**src/agrc_pkg.sv**
```systemverilog
package agrc_pkg;

	// ==================================================
	// Register byte offsets
	localparam logic [7:0] ADDR_CMD     = 8'h00;
	localparam logic [7:0] ADDR_SECCNT  = 8'h04;
	localparam logic [7:0] ADDR_DRVHEAD = 8'h08;
	localparam logic [7:0] ADDR_STATUS  = 8'h0C;
	localparam logic [7:0] ADDR_ERROR   = 8'h10;
	localparam logic [7:0] ADDR_CYL     = 8'h14;
	localparam logic [7:0] ADDR_TOTAL   = 8'h18;
	localparam logic [7:0] ADDR_FEATEN  = 8'h1C;
	localparam logic [7:0] ADDR_SECUR   = 8'h20;
	localparam logic [7:0] ADDR_IDIDX   = 8'h24;
	localparam logic [7:0] ADDR_IDDATA  = 8'h28;

	// ==================================================
	// Command codes
	localparam logic [7:0] CMD_INIT_GEOM = 8'h91;
	localparam logic [7:0] CMD_RECAL     = 8'h10;

	// ==================================================
	// Field positions
	localparam int STAT_BSY   = 7;
	localparam int STAT_ERR   = 0;
	localparam int ERR_TRK0   = 1;
	localparam int FE_NOP     = 0;
	localparam int FE_HPA     = 1;
	localparam int FE_LOOK    = 2;
	localparam int FE_WCACHE  = 3;
	localparam int FE_PM      = 4;
	localparam int FE_AAM     = 5;
	localparam int FE_UDMA_LO = 8;
	localparam int W85_NOP    = 14;
	localparam int W85_HPA    = 10;
	localparam int W85_LOOK   = 6;
	localparam int W85_WCACHE = 5;
	localparam int W85_PM     = 3;
	localparam int W86_AAM    = 9;

	// ==================================================
	// Identify words and fixed contents
	localparam logic [7:0]  IDW_53  = 8'h35;
	localparam logic [7:0]  IDW_54  = 8'h36;
	localparam logic [7:0]  IDW_55  = 8'h37;
	localparam logic [7:0]  IDW_56  = 8'h38;
	localparam logic [7:0]  IDW_82  = 8'h52;
	localparam logic [7:0]  IDW_83  = 8'h53;
	localparam logic [7:0]  IDW_84  = 8'h54;
	localparam logic [7:0]  IDW_85  = 8'h55;
	localparam logic [7:0]  IDW_86  = 8'h56;
	localparam logic [7:0]  IDW_88  = 8'h58;
	localparam logic [7:0]  IDW_128 = 8'h80;
	localparam logic [15:0] W53_VAL = 16'h0004;
	localparam logic [15:0] W82_VAL = 16'h4468;
	localparam logic [15:0] W83_VAL = 16'h4200;
	localparam logic [15:0] W84_VAL = 16'h4000;
	localparam logic [15:0] SEC_MASK = 16'h011E;

	// ==================================================
	// Reset values and limits
	localparam logic [15:0] CYL_MAX    = 16'hFFFF;
	localparam logic [15:0] FEATEN_RST = 16'h0000;
	localparam logic [15:0] SECUR_RST  = 16'h0000;
	localparam logic [31:0] TOTAL_RST  = 32'h0100_0000;
	localparam int          DIV_STEPS  = 32;

endpackage

```
**src/agrc_div_if.sv**
```systemverilog
`timescale 1ns/1ps
interface agrc_div_if;
	logic        start;
	logic [31:0] dividend;
	logic [11:0] divisor;
	logic        done;
	logic [15:0] quotient;

	modport master (output start, output dividend, output divisor,
		input done, input quotient);
	modport slave (input start, input dividend, input divisor,
		output done, output quotient);
endinterface

```
**src/agrc_div.sv**
```systemverilog
`timescale 1ns/1ps
module agrc_div
(
	input  wire logic  ref_clk_i,
	input  wire logic  srst_i,
	agrc_div_if.slave  dv
);

	typedef struct packed {
		logic        run;
		logic [5:0]  cnt;
		logic [12:0] rem;
		logic [31:0] quo;
		logic        done;
		logic [15:0] res;
	} agrc_div_s;

	agrc_div_s st;
	agrc_div_s nx;
	logic [12:0] rem_sh;

	// ==================================================
	// Restoring divider, one quotient bit per clock
	always_comb
	begin
		nx = st;
		nx.done = 1'b0;
		rem_sh = {st.rem[11:0], st.quo[31]};
		if (dv.start)
		begin
			nx.run = 1'b1;
			nx.cnt = 6'(agrc_pkg::DIV_STEPS);
			nx.rem = 13'h0000;
			nx.quo = dv.dividend;
		end
		else if (st.run)
		begin
			nx.quo = {st.quo[30:0], 1'b0};
			nx.rem = rem_sh;
			if (rem_sh >= {1'b0, dv.divisor})
			begin
				nx.rem = rem_sh - {1'b0, dv.divisor};
				nx.quo[0] = 1'b1;
			end
			nx.cnt = st.cnt - 6'h01;
			if (st.cnt == 6'h01)
			begin
				nx.run = 1'b0;
				nx.done = 1'b1;
				nx.res = (|nx.quo[31:16]) ? agrc_pkg::CYL_MAX
					: nx.quo[15:0];
			end
		end
	end

	always_ff @(posedge ref_clk_i)
	begin
		if (srst_i)
			st <= '0;
		else
			st <= nx;
	end

	assign dv.done = st.done;
	assign dv.quotient = st.res;
endmodule

```
**src/agrc_top.sv**
```systemverilog
`timescale 1ns/1ps
module agrc_top
#(
	parameter int unsigned UDMA_MAX = 5
)
(
	input  wire logic        ref_clk_i,
	input  wire logic        srst_i,
	input  wire logic        psel_i,
	input  wire logic        penable_i,
	input  wire logic        pwrite_i,
	input  wire logic [7:0]  paddr_i,
	input  wire logic [31:0] pwdata_i,
	output logic      [31:0] prdata_o,
	output logic             pready_o,
	output logic             pslverr_o,
	input  wire logic        seek_done_i,
	input  wire logic        seek_fail_i,
	output logic             seek_req_o,
	output logic             busy_o,
	output logic             intrq_o
);

	if (UDMA_MAX > 5)
		$error("UDMA_MAX above 5 is not supported");

	typedef enum logic [2:0] {
		S_IDLE,
		S_INIT_SAVE,
		S_INIT_CALC,
		S_RECAL_WAIT,
		S_UNBUSY,
		S_IRQ
	} agrc_state_e;

	typedef struct packed {
		agrc_state_e state;
		logic [7:0]  seccnt;
		logic [3:0]  drvhead;
		logic [7:0]  spt;
		logic [3:0]  maxhd;
		logic [15:0] cyl;
		logic [31:0] total;
		logic [15:0] featen;
		logic [15:0] secur;
		logic [7:0]  ididx;
		logic        bsy;
		logic        err;
		logic        trk0;
		logic        intrq;
		logic        seek_req;
		logic        div_start;
		logic        pready;
		logic        pslverr;
		logic [31:0] prdata;
	} agrc_top_s;

	agrc_top_s   st;
	agrc_top_s   nx;
	logic [15:0] id_word;
	logic [31:0] rd_data;
	logic        rd_hit;
	logic        setup;
	logic        acc;
	logic        wr;
	logic [2:0]  udma_sel;

	agrc_div_if dv ();

	agrc_div u_div
	(
		.ref_clk_i (ref_clk_i),
		.srst_i    (srst_i),
		.dv        (dv)
	);

	// ==================================================
	// Divider feed
	// always translate
	assign dv.dividend = st.total;
	assign dv.divisor = 12'(st.spt) * (12'(st.maxhd) + 12'h001);
	assign dv.start = st.div_start;

	// ==================================================
	// Identify word generation
	assign udma_sel = st.featen[agrc_pkg::FE_UDMA_LO +: 3];

	always_comb
	begin
		id_word = 16'h0000;
		case (st.ididx)
			agrc_pkg::IDW_53: id_word = agrc_pkg::W53_VAL;
			agrc_pkg::IDW_54: id_word = st.cyl;
			agrc_pkg::IDW_55: id_word = 16'(st.maxhd) + 16'h0001;
			agrc_pkg::IDW_56: id_word = 16'(st.spt);
			agrc_pkg::IDW_82: id_word = agrc_pkg::W82_VAL;
			agrc_pkg::IDW_83: id_word = agrc_pkg::W83_VAL;
			agrc_pkg::IDW_84: id_word = agrc_pkg::W84_VAL;
			agrc_pkg::IDW_85:
			begin
				id_word[agrc_pkg::W85_NOP] = st.featen[agrc_pkg::FE_NOP];
				id_word[agrc_pkg::W85_HPA] = st.featen[agrc_pkg::FE_HPA];
				id_word[agrc_pkg::W85_LOOK] = st.featen[agrc_pkg::FE_LOOK];
				id_word[agrc_pkg::W85_WCACHE] =
					st.featen[agrc_pkg::FE_WCACHE];
				id_word[agrc_pkg::W85_PM] = st.featen[agrc_pkg::FE_PM];
			end
			agrc_pkg::IDW_86:
				id_word[agrc_pkg::W86_AAM] = st.featen[agrc_pkg::FE_AAM];
			agrc_pkg::IDW_88:
			begin
				if (32'(udma_sel) <= UDMA_MAX)
					id_word[13:8] = 6'(7'h01 << udma_sel);
				id_word[5:0] = 6'((7'h02 << UDMA_MAX) - 7'h01);
			end
			agrc_pkg::IDW_128: id_word = st.secur & agrc_pkg::SEC_MASK;
			default: id_word = 16'h0000;
		endcase
	end

	// ==================================================
	// Register read decode
	always_comb
	begin
		rd_data = 32'h0000_0000;
		rd_hit = 1'b1;
		case (paddr_i)
			agrc_pkg::ADDR_CMD: rd_data = 32'h0000_0000;
			agrc_pkg::ADDR_SECCNT: rd_data = 32'(st.seccnt);
			agrc_pkg::ADDR_DRVHEAD: rd_data = 32'(st.drvhead);
			agrc_pkg::ADDR_STATUS:
			begin
				rd_data[agrc_pkg::STAT_BSY] = st.bsy;
				rd_data[agrc_pkg::STAT_ERR] = st.err;
			end
			agrc_pkg::ADDR_ERROR: rd_data[agrc_pkg::ERR_TRK0] = st.trk0;
			agrc_pkg::ADDR_CYL: rd_data = 32'(st.cyl);
			agrc_pkg::ADDR_TOTAL: rd_data = st.total;
			agrc_pkg::ADDR_FEATEN: rd_data = 32'(st.featen);
			agrc_pkg::ADDR_SECUR: rd_data = 32'(st.secur);
			agrc_pkg::ADDR_IDIDX: rd_data = 32'(st.ididx);
			agrc_pkg::ADDR_IDDATA: rd_data = 32'(id_word);
			default: rd_hit = 1'b0;
		endcase
	end

	assign setup = psel_i && !penable_i;
	assign acc = psel_i && penable_i && st.pready;
	assign wr = acc && pwrite_i && !st.pslverr;

	// ==================================================
	// Next state
	always_comb
	begin
		nx = st;
		nx.pready = 1'b0;
		nx.pslverr = 1'b0;
		nx.div_start = 1'b0;
		nx.seek_req = 1'b0;
		if (setup)
		begin
			nx.pready = 1'b1;
			nx.pslverr = !rd_hit;
			nx.prdata = pwrite_i ? 32'h0000_0000 : rd_data;
		end
		if (wr)
		begin
			case (paddr_i)
				agrc_pkg::ADDR_SECCNT: nx.seccnt = pwdata_i[7:0];
				agrc_pkg::ADDR_DRVHEAD: nx.drvhead = pwdata_i[3:0];
				agrc_pkg::ADDR_TOTAL: nx.total = pwdata_i;
				agrc_pkg::ADDR_FEATEN: nx.featen = pwdata_i[15:0];
				agrc_pkg::ADDR_SECUR: nx.secur = pwdata_i[15:0];
				agrc_pkg::ADDR_IDIDX: nx.ididx = pwdata_i[7:0];
				default: nx.ididx = st.ididx;
			endcase
		end
		if (acc && !pwrite_i && paddr_i == agrc_pkg::ADDR_STATUS)
			nx.intrq = 1'b0;
		case (st.state)
			S_IDLE:
			begin
				if (wr && paddr_i == agrc_pkg::ADDR_CMD)
				begin
					if (pwdata_i[7:0] == agrc_pkg::CMD_INIT_GEOM)
					begin
						nx.bsy = 1'b1;
						nx.intrq = 1'b0;
						nx.state = S_INIT_SAVE;
					end
					else if (pwdata_i[7:0] == agrc_pkg::CMD_RECAL)
					begin
						nx.bsy = 1'b1;
						nx.intrq = 1'b0;
						nx.seek_req = 1'b1;
						nx.state = S_RECAL_WAIT;
					end
				end
			end
			S_INIT_SAVE:
			begin
				nx.spt = st.seccnt;
				nx.maxhd = st.drvhead;
				nx.div_start = 1'b1;
				nx.state = S_INIT_CALC;
			end
			S_INIT_CALC:
			begin
				if (dv.done)
				begin
					nx.cyl = dv.quotient;
					nx.err = 1'b0;
					nx.trk0 = 1'b0;
					nx.state = S_UNBUSY;
				end
			end
			S_RECAL_WAIT:
			begin
				if (seek_done_i)
				begin
					nx.err = seek_fail_i;
					nx.trk0 = seek_fail_i;
					nx.state = S_UNBUSY;
				end
			end
			S_UNBUSY:
			begin
				nx.bsy = 1'b0;
				nx.state = S_IRQ;
			end
			S_IRQ:
			begin
				nx.intrq = 1'b1;
				nx.state = S_IDLE;
			end
			default: nx.state = S_IDLE;
		endcase
	end

	always_ff @(posedge ref_clk_i)
	begin
		if (srst_i)
		begin
			st <= '0;
			st.state <= S_IDLE;
			st.total <= agrc_pkg::TOTAL_RST;
			st.featen <= agrc_pkg::FEATEN_RST;
			st.secur <= agrc_pkg::SECUR_RST;
		end
		else
			st <= nx;
	end

	assign prdata_o = st.prdata;
	assign pready_o = st.pready;
	assign pslverr_o = st.pslverr;
	assign seek_req_o = st.seek_req;
	assign busy_o = st.bsy;
	assign intrq_o = st.intrq;

	// ==================================================
	// Checks

	logic cmd_init;
	logic cmd_recal;
	assign cmd_init = wr && paddr_i == agrc_pkg::ADDR_CMD
		&& st.state == S_IDLE && pwdata_i[7:0] == agrc_pkg::CMD_INIT_GEOM;
	assign cmd_recal = wr && paddr_i == agrc_pkg::ADDR_CMD
		&& st.state == S_IDLE && pwdata_i[7:0] == agrc_pkg::CMD_RECAL;
endmodule
```
**config.mk**
```make
export PLATFORM = sky130hd
export DESIGN_NAME = agrc_top
export DESIGN_NICKNAME = d
export VERILOG_FILES = /design/src/agrc_pkg.sv /design/src/agrc_div_if.sv /design/src/agrc_div.sv /design/src/agrc_top.sv
export SDC_FILE = /design/constraint.sdc
export NUM_CORES = 1
export LEC_CHECK = 0
export BUFFER_PORTS_ARGS = -buffer_cell sky130_fd_sc_hd__buf_4
export CORE_UTILIZATION = 55
export DETAILED_ROUTE_END_ITERATION = 12
export PLACE_DENSITY = 0.77
export RECOVER_POWER = 25
export SYNTH_ARGS = -nofsm -noshare
export SYNTH_HDL_FRONTEND = slang
export SYNTH_HIERARCHICAL = 1
export SYNTH_SLANG_ARGS = --single-unit
```
**constraint.sdc**
```tcl
create_clock -name ref_clk_i -period 7.7 [get_ports ref_clk_i]
set_input_delay 1.54 -clock ref_clk_i [delete_from_list [all_inputs] [get_ports ref_clk_i]]
set_output_delay 1.54 -clock ref_clk_i [all_outputs]
set_load 0.005 [all_outputs]
```
==> results.cfg <==
[worst_setup_path]
critPathArrivalTime_ns = 6.93
crit_end = u_div/rem_sh[2]
crit_buf_inv = 2
cp.depth = 19
required_ns = 8.16
crit_start = st[128]
r2r_end = u_div/rem_sh[2]
worstPathMaxFanout = 12
rrSetupSlack_ns = 1.23
max_stage_delay_ns = 0.92
r2r-start = st[128]
cp_slowest_cell = o31ai_2
setup.worst_path.end_class = register
crit_family = adder cells
crit_chain = ha_1, xor2_1, nand2_1, fa_1, fa_1, fa_1, inv_1, ha_1, a21o_1, a21oi_1, o21ai_0, o41ai_1, xnor2_1, inv_1, ha_1, nand3_1, o31ai_2, mux2_2, o21ai_1
r2r_cells = 19
timing_worst_setup_path_type = register to register
worstSetupStartpointType = register

[sta]
rsz0062_at_grt = no
finClkSkew_ns = 0.0131
slew-limit-headroom = -2.18
setup_tns_ns = 0
min_period_over_period = 0.840
worst_slew_pin_slew_ns = 4.77
hold_viol = 0
period_minus_slack_ns = 6.47
drv_slew = 106
setup_viol = 0
maxClockFrequency_mhz = 155

[global_routing]
antenna_found_initial = 0
grt_pass1_wl_mm = 51.6
grt_util_all_layers = 0.290
grt_max_degree = 106
grt_pass1_vias = 9781
overflow = 0

[placement]
dp_hpwl_mm = 23.1
placed_cells = 1719
placement.io_buffers = 83
place.gp.congestion = 0.975

[cts]
cts_tree = done
clkTransAtPathRegs_ns = 0.06
cts-root-buf = clkbuf_16
htree_levels = 1
cts_buffers = 24
clk_path_buf_depth = 3
worstSkewPairLatency_ns = 0.53
post_cts_buffers = 0
cts.sinks = 222
cts_hold_buf = 0
cts_resized = 0

[synth]
syn_area_per_cell_um2 = 8.14
synth_area_um2 = 12100
yosys_warnings = 6
ys_async_sr_fraction = 0
ys.flop_type = dfxtp_1
synth_edf_count = 0
synth.top_cell.area_share = 0.366
syn_nets = 1593
synth-seq-cells = 222
postSynthCellCount = 1493
synth_seq_area_share = 0.366
yosys.cell_types.count = 82
yosysTopAreaCell = dfxtp_1
synth_area_leaders = dfxtp_1 (37%), mux2i_1 (6.8%), nand2_1 (6.8%)

[drt]
dr.pass1.iters = 7
postRouteAntennaNets = 0
vias = 10700
wl_mm = 32.6
dr.first_iter.drc_count = 872
drc = 0
wl_per_cell_um = 18.5
routed_via_density = 6.06

[floorplanning]
die_y_um = 151
initial_core_util = 0.558
rows = 54
die_area_um2 = 22700
die_w_um = 151
ios = 84
core-area_um2 = 21800

[final_layout]
final_cells = 1762
diodes = 0
drive_gt1_frac = 0.106
area_delta_synth_final_pct = 8.28
fill_cells = 1937
fin_nets = 1565

[pwr]
power_density_nw_per_um2 = 179
p_leak_uw = 0.00482
peakVddDrop_v = 0.000165

[job]
drv_cap = 1

[run_status]
status = complete, but fails checks
violations = max-capacitance violations, max-slew violations

[hold_path]
hp-class = register to register
tightest hold or removal path: cells and delay by family (launching register included):
family           cells  cell delay (ns)
flip-flops           1             0.31
AO/OA/AOI/OAI        1             0.05
AND/OR/NAND/NOR      1             0.05
cells in the mapped netlist (10+ instances only):
master / n
a21oi_1: 138
a221oi_1: 12
a22oi_1: 33
and2_1: 22
buf_2: 11
buf_4: 58
clkbuf_1: 64
dfxtp_1: 222
fa_1: 18
ha_1: 35
inv_1: 46
mux2i_1: 83
nand2_1: 221
nand2b_1: 12
nand3_1: 24
nor2_1: 195
nor2b_1: 14
nor3_1: 29
o21ai_0: 36
xnor2_1: 14
xor2_1: 10
layer usage:
metal	wire length [µm]	GRT usage	vias to the layer above	share of wire
li1	-	-	5082	-
met1	13800	0.373	5069	0.42
met2	15300	0.481	434	0.47
met3	2280	0.0479	84	0.070
met4	1250	0.118	0	0.038
met5	0	0	-	0
final cells by class:
type / instances / area, µm² / share of cell area
clock buffer: 34 / 638 / 0.0485
inverter: 46 / 173 / 0.0131
tap: 280 / 350 / 0.0266
multi-input combinational: 1079 / 6740 / 0.512
clock inverter: 9 / 129 / 0.00980
timing repair buffer: 92 / 679 / 0.0516
sequential: 222 / 4450 / 0.338
worst min path at each step:
stage	to	startpoint	cells past startpoint	slack, ns
floorplan	prdata_o[11]	prdata_o[11]	2	0.43
global placement	st[70]	st[70]	2	0.44
detailed placement	st[126]	u_div/dv.quotient[14]	2	0.44
CTS	st[76]	st[76]	2	0.46
global route	st[76]	st[76]	2	0.47
finish	st[76]	st[76]	2	0.45
where the power goes:
group          internal (µW)  switching, µW  total (µW)
Clock                    651            478        1130
Sequential              1150          0.475        1150
Combinational           25.3           56.6        81.9
cell usage in the layout (no fill, tap or decap), types with 5 or more instances in the layout:
master	n
inv_1	46
ha_1	35
a22o_1	6
buf_4	54
a221oi_1	12
nor4_1	7
nor3b_1	6
nor3_1	29
fa_1	18
o22ai_1	5
o221ai_1	6
a32oi_1	7
xor2_1	10
o21a_1	5
mux2i_1	83
nand2_1	221
xnor2_1	14
and2_1	22
a211oi_1	5
o211ai_1	9
o21ai_0	36
dfxtp_1	220
a21oi_1	138
nor2_1	195
nand4_1	9
nand3b_1	8
nand2b_1	12
nand3_1	24
or3_1	5
clkbuf_16	24
a22oi_1	33
a21o_1	6
a31oi_1	7
clkbuf_1	13
and3_1	7
clkbuf_4	35
nor2b_1	14
through the flow:
stage	setup WS [ns]	util	total power [µW]	hold slack [ns]	instance area [µm²]
after floorplan	2.19	-	1220	0.426	12100
after global placement	1.49	0.570	1260	0.435	12400
after detailed placement	1.26	0.570	1260	0.445	12400
after CTS	1.21	0.605	2370	0.455	13200
after global routing	0.720	0.605	2430	0.473	13200
final	1.23	0.605	2360	0.453	13200
state kept, by name (all words and copies together), names as in the netlist:
name and flops:
dv.dividend 32, intrq_o 1, pslverr_o 1, busy_o 1, dv.start 1, seek_req_o 1
prdata_o 32, pready_o 1, st 84, u_div/st 38, u_div/dv.quotient 16, u_div/dv.done 1
u_div/rem_sh 13
kinds of logic (layout without fill, tap and decap cells):
| group | count (synthesis) | count (layout) | share of synthesized area |
|---|---|---|---|
| xor+xnor | 24 | 24 | 0.0173 |
| buf+inv | 192 | 181 | 0.0811 |
| fa+ha+maj | 53 | 53 | 0.0657 |
| mux | 87 | 87 | 0.0721 |
| compound gates | 310 | 310 | 0.162 |
| flops | 222 | 222 | 0.366 |
| simple gates | 605 | 605 | 0.236 |
(Power assumes the default switching activity.)
